$ cat src/apf_cfg.svh
// Constants for the asynchronous parallel FIFO and bit-bang port.
// Assumes inclusion by bare name from every file that needs them.
`ifndef APF_CFG_SVH
`define APF_CFG_SVH

`define APF_DATA_W        8
`define APF_SYNC_N        3
`define APF_IDX_RD        0
`define APF_IDX_WR        1
`define APF_IDX_WAKE      2
`define APF_STROBE_IDLE   1'b1
`define APF_FLAG_IDLE     1'b1
`define APF_IND_IDLE      1'b1
`define APF_ACTIVE_LOW    1'b0
`define APF_PULSE_OFF     1'b0
`define APF_PULSE_ON      1'b1
`define APF_OE_OFF        1'b0
`define APF_BYTE_ZERO     8'h00
`define APF_OE_ALL        8'hff

`endif

$ cat src/apf_pkg.sv
// Types shared by the parallel port modules.
// Assumes apf_cfg.svh is on the include path.
package apf_pkg;

    typedef enum logic [1:0] {
        APF_MODE_OFF     = 2'b00,
        APF_MODE_ASYNC   = 2'b01,
        APF_MODE_BITBANG = 2'b10
    } apf_mode_t;

    typedef enum logic [1:0] {
        APF_RD_IDLE    = 2'b00,
        APF_RD_ACTIVE  = 2'b01,
        APF_RD_RECOVER = 2'b10
    } apf_rd_state_t;

    typedef enum logic [1:0] {
        APF_BB_IDLE    = 2'b00,
        APF_BB_SAMPLE  = 2'b01
    } apf_bb_state_t;

endpackage

$ cat src/apf_edge_if.sv
// Carrier for synchronised strobe levels and their edge pulses.
// Assumes one clock domain shared by producer and consumer.
`timescale 1ns/1ps

interface apf_edge_if #(
    parameter int N = 3
);
    logic [N-1:0] lvl;
    logic [N-1:0] fall;
    logic [N-1:0] rise;

    modport src (output lvl, output fall, output rise);
    modport dst (input lvl, input fall, input rise);
endinterface

$ cat src/apf_port.sv
// Asynchronous parallel FIFO port and bit-bang port of a USB bridge.
// Assumes the receive and transmit FIFOs, USB engine and configuration
// memory live outside and talk to this block on the internal side.
`timescale 1ns/1ps
`include "apf_cfg.svh"

module apf_port #(
    parameter int DATA_W = `APF_DATA_W
) (
    input  wire logic                ref_clk,
    input  wire logic                reset,
    input  wire logic                async_fifo_cfg,
    input  wire logic                bitbang_cmd,
    input  wire logic                remote_wake_en,
    input  wire logic                rd_n,
    input  wire logic                wr_n,
    input  wire logic                send_now_wake_n,
    input  wire logic                power_enable_ind_n,
    input  wire logic [DATA_W-1:0]   bus_data_in,
    output logic      [DATA_W-1:0]   bus_data_out,
    output logic      [DATA_W-1:0]   bus_data_oe,
    output logic                     rx_ready_n,
    output logic                     rx_ready_oe,
    output logic                     tx_space_n,
    output logic                     tx_space_oe,
    input  wire logic                rx_head_valid,
    input  wire logic [DATA_W-1:0]   rx_head_data,
    output logic                     rx_pop,
    input  wire logic                tx_can_accept,
    output logic                     tx_push,
    output logic      [DATA_W-1:0]   tx_push_data,
    output logic                     resume_req,
    output logic                     flush_now,
    input  wire logic                bb_out_valid,
    input  wire logic [DATA_W-1:0]   bb_out_data,
    input  wire logic [DATA_W-1:0]   bb_dir,
    output logic                     pins_written_ind_n,
    input  wire logic                bb_sample_req,
    output logic                     pins_sampled_ind_n,
    output logic                     bb_sample_valid,
    output logic      [DATA_W-1:0]   bb_sample_data,
    output apf_pkg::apf_mode_t       active_mode
);
    import apf_pkg::*;

    apf_edge_if #(.N(`APF_SYNC_N)) edges ();

    logic [`APF_SYNC_N-1:0] strobes_n;
    apf_mode_t              mode;
    apf_mode_t              mode_ff;
    apf_rd_state_t          rd_state_ff;
    apf_bb_state_t          bb_state_ff;
    logic [DATA_W-1:0]      data_d1_ff;
    logic [DATA_W-1:0]      data_d2_ff;
    logic [DATA_W-1:0]      bus_out_ff;
    logic [DATA_W-1:0]      bus_oe_ff;
    logic                   rx_ready_n_ff;
    logic                   rx_ready_oe_ff;
    logic                   tx_space_n_ff;
    logic                   tx_space_oe_ff;
    logic                   rx_pop_ff;
    logic                   tx_push_ff;
    logic [DATA_W-1:0]      tx_push_data_ff;
    logic                   tx_hold_ff;
    logic                   resume_req_ff;
    logic                   flush_now_ff;
    logic                   pins_written_n_ff;
    logic                   pins_sampled_n_ff;
    logic                   bb_sample_valid_ff;
    logic [DATA_W-1:0]      bb_sample_data_ff;
    logic                   is_async;
    logic                   is_bitbang;
    logic                   rd_fall;
    logic                   rd_rise;
    logic                   wr_fall;
    logic                   wake_fall;

    assign strobes_n[`APF_IDX_RD]   = rd_n;
    assign strobes_n[`APF_IDX_WR]   = wr_n;
    assign strobes_n[`APF_IDX_WAKE] = send_now_wake_n;

    apf_sync_edge #(.N(`APF_SYNC_N)) u_sync (
        .ref_clk  (ref_clk),
        .reset    (reset),
        .async_in (strobes_n),
        .edges    (edges)
    );

    // The host command takes the lines over even when FIFO mode is set.
    always_comb begin
        if (bitbang_cmd) begin
            mode = APF_MODE_BITBANG;
        end else if (async_fifo_cfg) begin
            mode = APF_MODE_ASYNC;
        end else begin
            mode = APF_MODE_OFF;
        end
    end

    always_ff @(posedge ref_clk) begin
        if (reset) begin
            mode_ff <= APF_MODE_OFF;
        end else begin
            mode_ff <= mode;
        end
    end

    assign is_async   = (mode_ff == APF_MODE_ASYNC);
    assign is_bitbang = (mode_ff == APF_MODE_BITBANG);
    assign rd_fall    = edges.fall[`APF_IDX_RD] & is_async;
    assign rd_rise    = edges.rise[`APF_IDX_RD] & is_async;
    assign wr_fall    = edges.fall[`APF_IDX_WR] & is_async;
    assign wake_fall  = edges.fall[`APF_IDX_WAKE];

    // Bus samples are delayed to line up with the synchronised strobes.
    always_ff @(posedge ref_clk) begin
        if (reset) begin
            data_d1_ff <= `APF_BYTE_ZERO;
            data_d2_ff <= `APF_BYTE_ZERO;
        end else begin
            data_d1_ff <= bus_data_in;
            data_d2_ff <= data_d1_ff;
        end
    end

    // Read sequencing; RECOVER gives the FIFO head one cycle to advance.
    always_ff @(posedge ref_clk) begin
        if (reset || !is_async) begin
            rd_state_ff <= APF_RD_IDLE;
        end else begin
            case (rd_state_ff)
                APF_RD_IDLE: begin
                    if (rd_fall && !rx_ready_n_ff) begin
                        rd_state_ff <= APF_RD_ACTIVE;
                    end
                end
                APF_RD_ACTIVE: begin
                    if (rd_rise) begin
                        rd_state_ff <= APF_RD_RECOVER;
                    end
                end
                APF_RD_RECOVER: begin
                    rd_state_ff <= APF_RD_IDLE;
                end
                default: begin
                    rd_state_ff <= APF_RD_IDLE;
                end
            endcase
        end
    end

    always_ff @(posedge ref_clk) begin
        if (reset) begin
            rx_pop_ff <= `APF_PULSE_OFF;
        end else begin
            rx_pop_ff <= (rd_state_ff == APF_RD_ACTIVE) && rd_rise;
        end
    end

    // Receive-ready flag.
    always_ff @(posedge ref_clk) begin
        if (reset) begin
            rx_ready_n_ff <= `APF_FLAG_IDLE;
        end else if (!is_async || rd_rise) begin
            rx_ready_n_ff <= `APF_FLAG_IDLE;
        end else if (rd_state_ff == APF_RD_IDLE
                     && edges.lvl[`APF_IDX_RD]) begin
            rx_ready_n_ff <= !rx_head_valid;
        end
    end

    // Data bus drive for both modes.
    always_ff @(posedge ref_clk) begin
        if (reset) begin
            bus_out_ff <= `APF_BYTE_ZERO;
            bus_oe_ff  <= {DATA_W{`APF_OE_OFF}};
        end else if (is_bitbang) begin
            bus_oe_ff <= bb_dir;
            if (bb_out_valid) begin
                bus_out_ff <= bb_out_data;
            end
        end else if (rd_state_ff == APF_RD_IDLE && rd_fall
                     && !rx_ready_n_ff) begin
            bus_out_ff <= rx_head_data;
            bus_oe_ff  <= `APF_OE_ALL;
        end else if (rd_rise || rd_state_ff != APF_RD_ACTIVE) begin
            bus_oe_ff <= {DATA_W{`APF_OE_OFF}};
        end
    end

    // Transmit capture on the write strobe's falling edge.
    always_ff @(posedge ref_clk) begin
        if (reset) begin
            tx_push_ff      <= `APF_PULSE_OFF;
            tx_push_data_ff <= `APF_BYTE_ZERO;
        end else begin
            tx_push_ff <= wr_fall && !tx_space_n_ff;
            if (wr_fall && !tx_space_n_ff) begin
                tx_push_data_ff <= data_d2_ff;
            end
        end
    end

    // Transmit-space flag goes high after each write until the FIFO
    // has had a cycle to report its new fill.
    always_ff @(posedge ref_clk) begin
        if (reset) begin
            tx_hold_ff    <= `APF_PULSE_OFF;
            tx_space_n_ff <= `APF_FLAG_IDLE;
        end else begin
            tx_hold_ff <= wr_fall;
            if (!is_async || wr_fall || tx_hold_ff || tx_push_ff) begin
                tx_space_n_ff <= `APF_FLAG_IDLE;
            end else begin
                tx_space_n_ff <= !tx_can_accept;
            end
        end
    end

    // Flags float during reset and outside FIFO mode.
    always_ff @(posedge ref_clk) begin
        if (reset) begin
            rx_ready_oe_ff <= `APF_OE_OFF;
            tx_space_oe_ff <= `APF_OE_OFF;
        end else begin
            rx_ready_oe_ff <= is_async;
            tx_space_oe_ff <= is_async;
        end
    end

    // Send-now and wake-up share the one input in every mode.
    always_ff @(posedge ref_clk) begin
        if (reset) begin
            resume_req_ff <= `APF_PULSE_OFF;
            flush_now_ff  <= `APF_PULSE_OFF;
        end else begin
            resume_req_ff <= wake_fall && power_enable_ind_n
                             && remote_wake_en;
            flush_now_ff  <= wake_fall && !power_enable_ind_n;
        end
    end

    always_ff @(posedge ref_clk) begin
        if (reset) begin
            pins_written_n_ff <= `APF_IND_IDLE;
        end else if (is_bitbang && bb_out_valid) begin
            pins_written_n_ff <= `APF_ACTIVE_LOW;
        end else begin
            pins_written_n_ff <= `APF_IND_IDLE;
        end
    end

    // Sampling: indication drops on request and rises with the capture.
    always_ff @(posedge ref_clk) begin
        if (reset) begin
            bb_state_ff        <= APF_BB_IDLE;
            pins_sampled_n_ff  <= `APF_IND_IDLE;
            bb_sample_valid_ff <= `APF_PULSE_OFF;
            bb_sample_data_ff  <= `APF_BYTE_ZERO;
        end else begin
            bb_sample_valid_ff <= `APF_PULSE_OFF;
            case (bb_state_ff)
                APF_BB_IDLE: begin
                    pins_sampled_n_ff <= `APF_IND_IDLE;
                    if (is_bitbang && bb_sample_req) begin
                        pins_sampled_n_ff <= `APF_ACTIVE_LOW;
                        bb_state_ff       <= APF_BB_SAMPLE;
                    end
                end
                APF_BB_SAMPLE: begin
                    bb_sample_data_ff  <= bus_data_in;
                    bb_sample_valid_ff <= `APF_PULSE_ON;
                    pins_sampled_n_ff  <= `APF_IND_IDLE;
                    bb_state_ff        <= APF_BB_IDLE;
                end
                default: begin
                    bb_state_ff <= APF_BB_IDLE;
                end
            endcase
        end
    end

    assign bus_data_out       = bus_out_ff;
    assign bus_data_oe        = bus_oe_ff;
    assign rx_ready_n         = rx_ready_n_ff;
    assign rx_ready_oe        = rx_ready_oe_ff;
    assign tx_space_n         = tx_space_n_ff;
    assign tx_space_oe        = tx_space_oe_ff;
    assign rx_pop             = rx_pop_ff;
    assign tx_push            = tx_push_ff;
    assign tx_push_data       = tx_push_data_ff;
    assign resume_req         = resume_req_ff;
    assign flush_now          = flush_now_ff;
    assign pins_written_ind_n = pins_written_n_ff;
    assign pins_sampled_ind_n = pins_sampled_n_ff;
    assign bb_sample_valid    = bb_sample_valid_ff;
    assign bb_sample_data     = bb_sample_data_ff;
    assign active_mode        = mode_ff;

endmodule // apf_port

$ cat src/apf_sync_edge.sv
// Two-flop synchronisers with edge detection for active-low strobes.
// Assumes the strobes idle high and may change at any time.
`timescale 1ns/1ps
`include "apf_cfg.svh"

module apf_sync_edge #(
    parameter int N = `APF_SYNC_N
) (
    input  wire logic         ref_clk,
    input  wire logic         reset,
    input  wire logic [N-1:0] async_in,
    apf_edge_if.src           edges
);
    import apf_pkg::*;

    logic [N-1:0] meta_ff;
    logic [N-1:0] sync_ff;
    logic [N-1:0] prev_ff;

    // Only sync_ff reads meta_ff; edges look at the settled stages.
    always_ff @(posedge ref_clk) begin
        if (reset) begin
            meta_ff <= {N{`APF_STROBE_IDLE}};
            sync_ff <= {N{`APF_STROBE_IDLE}};
            prev_ff <= {N{`APF_STROBE_IDLE}};
        end else begin
            meta_ff <= async_in;
            sync_ff <= meta_ff;
            prev_ff <= sync_ff;
        end
    end

    assign edges.lvl  = sync_ff;
    assign edges.fall = prev_ff & ~sync_ff;
    assign edges.rise = ~prev_ff & sync_ff;

endmodule // apf_sync_edge

$ cat config.mk
export PLATFORM = sky130hd
export DESIGN_NAME = apf_port
export DESIGN_NICKNAME = d
export VERILOG_FILES = /design/src/apf_pkg.sv /design/src/apf_edge_if.sv /design/src/apf_port.sv /design/src/apf_sync_edge.sv
export VERILOG_INCLUDE_DIRS = /design/src /design/src/src
export SDC_FILE = /design/constraint.sdc
export NUM_CORES = 1
export LEC_CHECK = 0
export BUFFER_PORTS_ARGS = -buffer_cell sky130_fd_sc_hd__buf_2
export CELL_PAD_IN_SITES_DETAIL_PLACEMENT = 1
export CELL_PAD_IN_SITES_GLOBAL_PLACEMENT = 1
export CORE_MARGIN = 1
export CORE_UTILIZATION = 39
export DETAILED_ROUTE_END_ITERATION = 8
export HOLD_SLACK_MARGIN = 0.15
export PLACE_DENSITY = 0.87
export SETUP_SLACK_MARGIN = 0.15
export SKIP_CTS_REPAIR_TIMING = 1
export SYNTH_ARGS = -nofsm -noshare
export SYNTH_HDL_FRONTEND = slang
export SYNTH_SLANG_ARGS = --single-unit
$ cat constraint.sdc
create_clock -name ref_clk -period 2.4 [get_ports ref_clk]
set_input_delay 0.48 -clock ref_clk [delete_from_list [all_inputs] [get_ports ref_clk]]
set_output_delay 0.48 -clock ref_clk [all_outputs]
set_load 0.05 [all_outputs]
==> results.py, run 1 <==
metrics = {
    "run_status": {
        "status": "completed",
    },
    "routing": {
        "drc": 0,
        "viasPerCell": 5.020,
        "dr.pass1.iters": 4,
        "ant_nets": 0,
        "wire_per_inst_um": 14.90,
        "vias": 2053,
        "drt_iter0_markers": 76,
        "wirelength_um": 6096,
    },
    "timing": {
        "setup_violations": 0,
        "max_clock_freq_mhz": 606.5,
        "slew_headroom_pct": 50.91,
        "finalHoldViolations": 0,
        "fin_setup_tns_ns": 0,
        "fin_ws_ns": 0.7512,
        "fin_skew_ns": 0.004676,
        "slew_violations": 0,
        "fin_crit_sh_pct": 68.70,
        "tightestPinTransition_ns": 0.7349,
        "min_period_ns": 1.649,
        "rsz0062_at_grt": "false",
    },
    "finish": {
        "multiInputGateArea_um2": 970.9,
        "fill_cells": 766,
        "nets": 372,
        "regArea_um2": 1461,
        "drive_gt1_share_pct": 36.75,
        "antennaDiodeCount": 0,
        "synthToLayoutAreaGrowth_pct": 28.29,
        "design_area_um2": 3257,
    },
    "floorplanning": {
        "fp.dieW_um": 82.68,
        "die_area_um2": 6836,
        "fp.dieH_um": 82.68,
        "rows": 29,
        "start_util_pct": 40.21,
        "design.portCount": 90,
        "core_area_um2": 6314,
    },
    "synthesis": {
        "synth_cell_types": 33,
        "yosysWarnings": 0,
        "synth_ff_type": "dfxtp_1",
        "avgSynthCellArea_um2": 10.45,
        "synth_edf_count": 0,
        "netlist_area_um2": 2539,
        "synth-seq-cells": 73,
        "syn_nets": 288,
        "synth_cells": 243,
        "async_flop_share_pct": 0,
        "yosysSeqAreaShare_pct": 57.57,
    },
    "global_routing": {
        "grt_overflow": 0,
        "first_global_vias": 1983,
        "grt_pass1_wl_um": 9397,
        "antenna_found_initial": 0,
        "grt_usage_pct": 18.91,
        "grt_max_degree": 36,
    },
    "worst_setup_path": {
        "r2r-start": "active_mode[0]$_SDFF_PP0_",
        "path_max_fanout": 10,
        "critPathArrivalTime_ns": 1.87,
        "timing.rr.end": "bus_data_out[5]$_SDFFE_PP0P_",
        "required_ns": 2.62,
        "r2r_setup_slack_ns": 0.75,
        "worst-setup-path-type": "register to register",
        "reg2reg_depth": 3,
        "cp-start-kind": "register",
        "critical_path.endpoint_type": "register",
    },
    "power": {
        "power_leakage_nw": 1.411,
        "ir_drop_v": 0.0004730,
        "seqPwrFrac_pct": 48.0,
        "p_sw_share_pct": 22.64,
        "netSwitchingPower_mw": 0.5975,
        "powerDensity_nw_per_um2": 810.3,
        "internal-power_mw": 2.042,
        "pwr-share-clk_pct": 44.1,
        "pwr-share-comb_pct": 7.9,
    },
    "min_path": {
        "min_to": "flush_now$_SDFF_PP0_",
        "min_path_cells": 2,
        "holdCritPathClass": "primary input to register",
        "min-delay-start": "power_enable_ind_n",
    },
    "placement": {
        "place_area_um2": 3013,
        "place_congestion": 0.6727,
        "dp_hpwl_um": 4282,
        "io_buffers": 89,
        "place_ws_ns": 0.7780,
    },
    "cts": {
        "cts_buffers": 9,
        "cts_tree": "yes",
        "clock_sinks": 73,
        "clock_latency_ns": 0.35,
        "htree_levels": 3,
        "root_buffer": "clkbuf_8",
        "path_clk_slew_ns": 0.07,
        "clockBufferDepth": 2,
    },
    "flow_run": {
        "drv_cap": 0,
    },
}
[through the flow]
stage                     power [mW]  instances  util, %  hold slack [ns]
after global placement         1.495        393    47.72           0.3912
after global routing           2.738        409    51.59           0.2919
after floorplan                1.432        243        -           0.3895
after detailed placement       1.503        393    47.72           0.3985
after CTS                      2.661        409    51.59           0.2876
final                          2.639        409    51.59           0.3036
[cell usage after synthesis (4+ instances only)]
| cell | number | area [um^2] |
|---|---|---|
| nand3_1 | 9 | 45.04 |
| or2_2 | 9 | 56.30 |
| nand2_1 | 10 | 37.54 |
| nor2b_1 | 19 | 118.9 |
| clkbuf_1 | 9 | 33.78 |
| nor2_1 | 12 | 45.04 |
| buf_2 | 5 | 25.02 |
| o21ai_0 | 10 | 50.05 |
| mux2i_1 | 16 | 160.2 |
| nand2b_1 | 4 | 25.02 |
| a21oi_1 | 10 | 50.05 |
| a211oi_1 | 16 | 120.1 |
| a31oi_1 | 8 | 50.05 |
| dfxtp_1 | 73 | 1461 |
| nand4_1 | 9 | 56.30 |
[flip-flops by register name, indices dropped and copies added (netlist names), 2 cells and up]
| signal | cells |
|---|---|
| active_mode | 2 |
| bb_sample_data | 8 |
| bus_data_oe | 8 |
| bus_data_out | 8 |
| data_d1_ff | 8 |
| data_d2_ff | 8 |
| rd_state_ff | 2 |
| tx_push_data | 8 |
| u_sync.edges.lvl | 3 |
| u_sync.meta_ff | 3 |
| u_sync.prev_ff | 3 |
[cells by family after synthesis]
logic type / count (synthesis) / share of synthesized area [%]
DFF: 73 / 57.57
and+or+nand+nor: 88 / 21.00
AOI/OAI and AO/OA: 45 / 10.94
muxes: 16 / 6.308
buffers and inverters: 21 / 4.189
[power groups by stage]
stage | logic (mW) | clock network, mW | registers (mW)
final | 0.209 | 1.16 | 1.27
after global routing | 0.227 | 1.24 | 1.27
after CTS | 0.211 | 1.18 | 1.27
after detailed placement | 0.209 | 0 | 1.29
after global placement | 0.203 | 0 | 1.29
after floorplan | 0.0840 | 0 | 1.35
[routing by layer]
metal,vias up,GRT usage [%],wire [um]
met1,965,21.44,2563
met5,-,0,0
met2,56,31.97,3109
met4,0,9.310,148
li1,1016,-,-
met3,16,5.934,273
[critical path, cell delays in order, from the launching register on]
cell and delay [ns]:
dfxtp_1 0.45, nor4b_4 0.56, a21o_1 0.37, a211oi_1 0.14
[placed cells by master (no fill, tap or decap), types with 10 or more instances in the layout]
master,Yosys,routed
o21ai_0,10,10
nor2_1,12,12
nor2b_1,19,19
clkbuf_8,1,10
mux2i_1,16,16
dfxtp_1,73,73
buf_2,5,89
a21oi_1,10,10
a211oi_1,16,16
nand2_1,10,10
[final cells by class]
type,instances,share of cell area [%]
sequential,73,44.87
multi-input combinational,149,29.81
timing repair buffer,91,14.52
clock buffer,11,4.341
clock inverter,5,3.150
tap,77,2.958
inverter,3,0.3458
[how the worst max path moves through the flow]
| stage | from | to | slack (ns) | cells past startpoint |
|---|---|---|---|---|
| final | active_mode[0]$_SDFF_PP0_ | bus_data_out[5]$_SDFFE_PP0P_ | 0.75 | 3 |
| after global routing | active_mode[0]$_SDFF_PP0_ | bus_data_out[5]$_SDFFE_PP0P_ | 0.62 | 3 |
| after floorplan | active_mode[0]$_SDFF_PP0_ | bus_data_out[2]$_SDFFE_PP0P_ | 0.72 | 3 |
| after global placement | active_mode[0]$_SDFF_PP0_ | bus_data_out[0]$_SDFFE_PP0P_ | 0.82 | 3 |
| after detailed placement | active_mode[0]$_SDFF_PP0_ | bus_data_out[3]$_SDFFE_PP0P_ | 0.78 | 3 |
| after CTS | active_mode[0]$_SDFF_PP0_ | bus_data_out[5]$_SDFFE_PP0P_ | 0.73 | 3 |
Note: power is estimated with default switching activity, not from simulation.
==> inputs of run 2 (changes only) <==
--- a/config.mk
+++ b/config.mk
@@ -6,14 +6,15 @@
 export SDC_FILE = /design/constraint.sdc
 export NUM_CORES = 1
 export LEC_CHECK = 0
+export ABC_AREA = 1
 export BUFFER_PORTS_ARGS = -buffer_cell sky130_fd_sc_hd__buf_2
 export CELL_PAD_IN_SITES_DETAIL_PLACEMENT = 1
 export CELL_PAD_IN_SITES_GLOBAL_PLACEMENT = 1
 export CORE_MARGIN = 1
-export CORE_UTILIZATION = 39
+export CORE_UTILIZATION = 31
 export DETAILED_ROUTE_END_ITERATION = 8
 export HOLD_SLACK_MARGIN = 0.15
-export PLACE_DENSITY = 0.87
+export PLACE_DENSITY = 0.78
 export SETUP_SLACK_MARGIN = 0.15
 export SKIP_CTS_REPAIR_TIMING = 1
 export SYNTH_ARGS = -nofsm -noshare
==> constraint.sdc (replaced) <==
create_clock -name ref_clk -period 1.5 [get_ports ref_clk]
set_input_delay 0.3 -clock ref_clk [delete_from_list [all_inputs] [get_ports ref_clk]]
set_output_delay 0.3 -clock ref_clk [all_outputs]
set_load 0.05 [all_outputs]
==> run 2 against run 1 <==
  * Clock power rose by 38%
  * Clock skew up 0.0070 ns
  * Register-to-register slack worse by 0.45 ns
  * Global-route usage down 3.0 points
  * Critical endpoint is now rx_ready_n
==> results.py, run 2 <==
metrics = {
    "finish": {
        "synthToLayoutAreaGrowth_pct": 31.46,
        "final_cell_mix": "buf_2, dfxtp_1, nor2_1, nand2_1, inv_1",
        "fin_util_pct": 41.95,
        "fill_cells": 1041,
        "antennaDiodeCount": 0,
        "drive_gt1_share_pct": 30.32,
        "nets": 472,
        "final_common_cell": "buf_2",
        "design_area_um2": 3430,
    },
    "global_routing": {
        "grt_usage_pct": 15.96,
        "first_global_vias": 2371,
        "grt_overflow": 0,
        "grt_max_degree": 25,
        "antenna_found_initial": 0,
        "grt_pass1_wl_um": 10760,
    },
    "timing": {
        "finalHoldViolations": 0,
        "fin_skew_ns": 0.01163,
        "slew_headroom_pct": 76.64,
        "rsz0062_at_grt": "false",
        "fin_crit_sh_pct": 87.17,
        "setup_violations": 0,
        "slew_violations": 0,
        "max_clock_freq_mhz": 764.8,
        "fin_setup_tns_ns": 0,
        "min_period_ns": 1.308,
        "tightestPinTransition_ns": 0.3500,
    },
    "synthesis": {
        "synth_cells": 329,
        "synth_top_area_share_pct": 56.02,
        "synth_edf_count": 0,
        "synthTopCellsByCount": "dfxtp_1, nor2_1, nand2_1",
        "synth_fa_ha_area_share_pct": 0,
        "async_flop_share_pct": 0,
        "synth_top_area_cell": "dfxtp_1",
        "yosys.area_share.simple_pct": 27.15,
        "yosysWarnings": 0,
        "synthXorXnorAreaFrac_pct": 0,
        "yosysSeqAreaShare_pct": 56.02,
        "synth_cell_types": 23,
        "synth_compound_area_share_pct": 6.859,
        "netlist_area_um2": 2609,
        "synth_ff_type": "dfxtp_1",
        "syn_nets": 374,
        "synth-seq-cells": 73,
        "yosysMostFrequentCell": "dfxtp_1",
        "synth.area.top_cells": "dfxtp_1, nor2_1, nand2_1",
        "synth_top_family_by_area": "simple AND/OR/NAND/NOR gates",
        "avgSynthCellArea_um2": 7.929,
        "synthMuxAreaShare_pct": 0,
    },
    "routing": {
        "drt_iter0_markers": 71,
        "wirelength_um": 6501,
        "drc": 0,
        "vias": 2314,
        "dr.pass1.iters": 4,
        "viasPerCell": 4.309,
        "wire_per_inst_um": 12.11,
        "ant_nets": 0,
    },
    "power": {
        "ir_drop_v": 0.0004417,
        "powerDensity_nw_per_um2": 1167,
        "power_leakage_nw": 1.741,
    },
    "run_status": {
        "status": "completed",
    },
    "cts": {
        "cts_buffers": 9,
        "root_buffer": "clkbuf_8",
        "path_clk_slew_ns": 0.09,
        "clockBufferDepth": 2,
        "htree_levels": 3,
        "clock_latency_ns": 0.35,
        "clock_sinks": 73,
        "cts_tree": "yes",
    },
    "worst_setup_path": {
        "required_ns": 1.20,
        "critPathMaxStageDelay_ns": 0.40,
        "worst-setup-path-type": "register to output port",
        "crit_family": "flip-flops",
        "critical_path.endpoint_type": "output port",
        "path_max_fanout": 4,
        "path_cells": "clkbuf_4",
        "path_buf_inv": 1,
        "r2r_setup_slack_ns": 0.30,
        "cp_slowest_cell": "dfxtp_1",
        "critPathArrivalTime_ns": 1.01,
        "cp-start-kind": "register",
    },
    "floorplanning": {
        "fp.dieH_um": 93.74,
        "fp.dieW_um": 93.74,
        "core_area_um2": 8175,
        "design.portCount": 90,
        "start_util_pct": 31.91,
        "rows": 33,
        "die_area_um2": 8786,
    },
    "placement": {
        "place_area_um2": 3153,
        "io_buffers": 89,
        "place_congestion": 0.7426,
        "dp_hpwl_um": 4928,
    },
    "flow_run": {
        "drv_cap": 0,
    },
    "min_path": {
        "holdCritPathClass": "primary input to register",
    },
}
## run 2: cell types whose count changed after synthesis, sizes merged, moves of 16 or more
cell    change
nor2       +58
nand2      +47
inv        +45
nor2b      -19
a211oi     -16
mux2i      -16
## run 2: path summary, 6_finish.rpt
path                                from                            to  cells after the start
max              rx_ready_n$_SDFFE_PP1P_                    rx_ready_n                      1
min reg2reg     data_d1_ff[3]$_SDFF_PP0_      data_d2_ff[3]$_SDFF_PP0_                      2
max reg2reg  rd_state_ff[0]$_SDFFE_PP0P_  bus_data_out[0]$_SDFFE_PP0P_                      6
min                       bus_data_in[6]      data_d1_ff[6]$_SDFF_PP0_                      3
## run 2: metal layers
metal / part of all wire [%] / track usage [%]
met5: 0 / 0
met4: 1.6 / 7.308
met3: 3.2 / 3.155
met2: 50 / 27.62
met1: 46 / 18.92
## run 2: cell families after synthesis
group | after synthesis
compound gates | 35
buf+inv | 61
flops | 73
simple gates | 160
## run 2: per-stage QoR
step                power [mW]  hold WS [ns]  worst slack, ns  instances
global route             4.194        0.1687           0.1629        537
CTS                      4.047        0.1126           0.1483        532
detailed placement       2.438        0.3965           0.2338        516
global placement         2.425        0.3929           0.2795        516
finish                   4.001        0.1709           0.1924        537
floorplan                2.306        0.3642           0.1927        329
## run 2: final cells by class
cell class | instances | area (um^2) | share of cell area (%)
Timing Repair Buffer | 100 | 545.5 | 15.91
Clock buffer | 9 | 123.9 | 3.612
Sequential cell | 73 | 1464 | 42.69
Clock inverter | 7 | 83.83 | 2.444
Tap cell | 105 | 131.4 | 3.831
Inverter | 48 | 183.9 | 5.363
Multi-Input combinational cell | 195 | 897.1 | 26.16
## run 2: worst min-delay path: cells and delay by family
family / cells / cell delay (ns)
and+or+nand+nor: 1 / 0.07
buffers and inverters: 2 / 0.11
## run 2: where the power goes
part | total (mW) | switching (mW) | internal, mW
Sequential | 2.02 | 0.0237 | 1.99
Clock | 1.60 | 0.804 | 0.800
Combinational | 0.379 | 0.248 | 0.131
Total | 4.00 | 1.08 | 2.93
==> inputs of run 3 (changes only) <==
==> constraint.sdc (replaced) <==
create_clock -name ref_clk -period 1.1 [get_ports ref_clk]
set_input_delay 0.22 -clock ref_clk [delete_from_list [all_inputs] [get_ports ref_clk]]
set_output_delay 0.22 -clock ref_clk [all_outputs]
set_load 0.05 [all_outputs]
==> run 3 against run 2 <==
  * The run now ends with setup timing left
  * Worst hold slack better by 0.0076 ns
  * Final cell count grew 6.9%
  * Design area increased by 30%
  * Sequential power increased by 38%
  * Sequential share of layout area down 8.5 points
  * Worst setup slack got worse by 0.31 ns
  * Clock-buffer cell count is 1 higher
  * Sequential cell count did not move
  * Power up 38%
  * First-iteration DRC count down 25%
  * Critical path depth is 6 higher
  * Critical endpoint is now tx_push_data[1]$_SDFFE_PP0P_
==> results.py, run 3 (synthesis gave the netlist of run 2 again) <==
metrics = {
    "finish": {
        "nets": 509,
        "drive_gt1_share_pct": 49.25,
        "final_cell_mix": "nor2_1, nand2_1, buf_2, inv_1, buf_8",
        "antennaDiodeCount": 0,
        "synthToLayoutAreaGrowth_pct": 70.55,
        "final_common_cell": "nor2_1",
    },
    "worst_setup_path": {
        "r2r_setup_slack_ns": -0.11,
        "critical_path.endpoint_type": "register",
        "critPathMaxStageDelay_ns": 0.37,
        "timing.rr.end": "tx_push_data[1]$_SDFFE_PP0P_",
        "critPathArrivalTime_ns": 1.49,
        "cpMostUsedCell": "nor2_1",
        "required_ns": 1.38,
        "reg2reg_depth": 7,
        "cp_slowest_cell": "dfxtp_4",
        "cp-start-kind": "register",
        "worst-setup-path-type": "register to register",
        "r2r-start": "active_mode[0]$_SDFF_PP0_",
        "path_cells": "inv_4 > nor2_4 > buf_6 > nand4_4 > clkinv_4 > nor2_1 > nor2_1",
        "startpoint": "active_mode[0]$_SDFF_PP0_",
        "path_max_fanout": 8,
    },
    "floorplanning": {
        "fp.dieH_um": 93.74,
        "start_util_pct": 31.91,
        "die_area_um2": 8786,
        "fp.dieW_um": 93.74,
        "design.portCount": 90,
        "core_area_um2": 8175,
        "rows": 33,
    },
    "min_path": {
        "min_to": "tx_space_n$_SDFF_PP1_",
        "min-delay-start": "tx_can_accept",
        "holdCritPathClass": "primary input to register",
        "min_path_cells": 4,
    },
    "timing": {
        "fin_skew_ns": 0.01172,
        "hold_ws_ns": 0.1785,
        "min_period_ns": 1.214,
        "rsz0062_at_grt": "true",
        "finalHoldViolations": 0,
        "max_clock_freq_mhz": 824.0,
        "tightestPinTransition_ns": 0.2991,
        "setup_violations": 32,
        "fin_ws_ns": -0.1136,
        "slew_violations": 0,
        "fin_crit_sh_pct": 110.3,
        "slew_headroom_pct": 79.85,
    },
    "placement": {
        "io_buffers": 89,
        "dp_hpwl_um": 4992,
        "place_ws_ns": -0.08265,
        "place_congestion": 0.7531,
    },
    "cts": {
        "path_clk_slew_ns": 0.08,
        "htree_levels": 3,
        "cts_buffers": 9,
        "clock_sinks": 73,
        "clockBufferDepth": 2,
        "cts_tree": "yes",
        "clock_latency_ns": 0.35,
        "root_buffer": "clkbuf_8",
    },
    "run_status": {
        "status": "complete, but fails checks",
        "violations": "setup timing",
    },
    "global_routing": {
        "first_global_vias": 2323,
        "grt_max_degree": 25,
        "grt_overflow": 0,
        "antenna_found_initial": 0,
        "grt_usage_pct": 15.63,
        "grt_pass1_wl_um": 10450,
    },
    "routing": {
        "ant_nets": 0,
        "wirelength_um": 8484,
        "vias": 2605,
        "drt_iter0_markers": 53,
        "viasPerCell": 4.538,
        "wire_per_inst_um": 14.78,
        "dr.pass1.iters": 4,
        "drc": 0,
    },
    "power": {
        "ir_drop_v": 0.0006931,
        "power_leakage_nw": 2.055,
        "powerDensity_nw_per_um2": 1239,
    },
    "flow_run": {
        "drv_cap": 0,
    },
}
[run 3: cell types whose count changed in the layout (fill, tap and decap cells not counted), moves of 11 or more]
cell           before  now
buf_2              87   44
a21oi_1            18    7
dfxtp_1            71   30
a21oi_2             0   11
buf_8               0   41
dlygate4sd3_1       5   18
buf_4               6   20
dfxtp_2             2   40
[run 3: report_power, final]
part           switching [mW]  internal [mW]  total (mW)
combinational           0.400          0.330       0.730
clock                    1.10          0.907        2.00
sequential             0.0566           2.72        2.78
total                    1.55           3.96        5.51
[run 3: worst max-delay path by stage]
stage                              endpoint  slack, ns  depth (start not counted)
2_1_floorplan  bus_data_out[0]$_SDFFE_PP0P_      -0.03                          6
3_3_place_gp   bus_data_out[2]$_SDFFE_PP0P_      -0.01                          6
3_5_place_dp   bus_data_out[3]$_SDFFE_PP0P_      -0.08                          7
4_1_cts                      active_mode[1]      -0.15                          1
5_1_grt        bus_data_out[3]$_SDFFE_PP0P_      -0.19                          8
6_report       tx_push_data[1]$_SDFFE_PP0P_      -0.11                          7
[run 3: per-layer routing]
metal,vias to the layer above,track usage [%],routed length (um)
met5,-,0,0
met4,0,8.333,218
met3,20,3.560,269
met2,62,26.09,4463
met1,1240,18.57,3532
li1,1283,-,-
[run 3: per-stage QoR]
step                      util [%]   TNS, ns  std cells  power (mW)  instance area (um^2)
after global placement       41.06  -0.05715        531       3.348                  3357
final                        54.42    -1.602        574       5.511                  4449
after floorplan                  -   -0.5301        329       3.155                  2673
after global routing         54.42    -3.574        574       5.724                  4449
after CTS                    43.39    -4.876        547       5.326                  3547
after detailed placement     41.06   -0.7329        531       3.367                  3357
[run 3: area by class of cell]
class | instances | area, um^2
sequential | 73 | 1523
multi-input combinational | 196 | 1075
clock buffer | 10 | 137.6
fill | 959 | 3726
inverter | 48 | 195.2
timing repair buffer | 136 | 1335
tap | 105 | 131.4
clock inverter | 6 | 52.55
[run 3: critical path, delay by kind of cell (launching register included)]
family                 cells  cell delay (ns)
DFF                        1             0.37
and+or+nand+nor            4             0.48
buffers and inverters      3             0.31
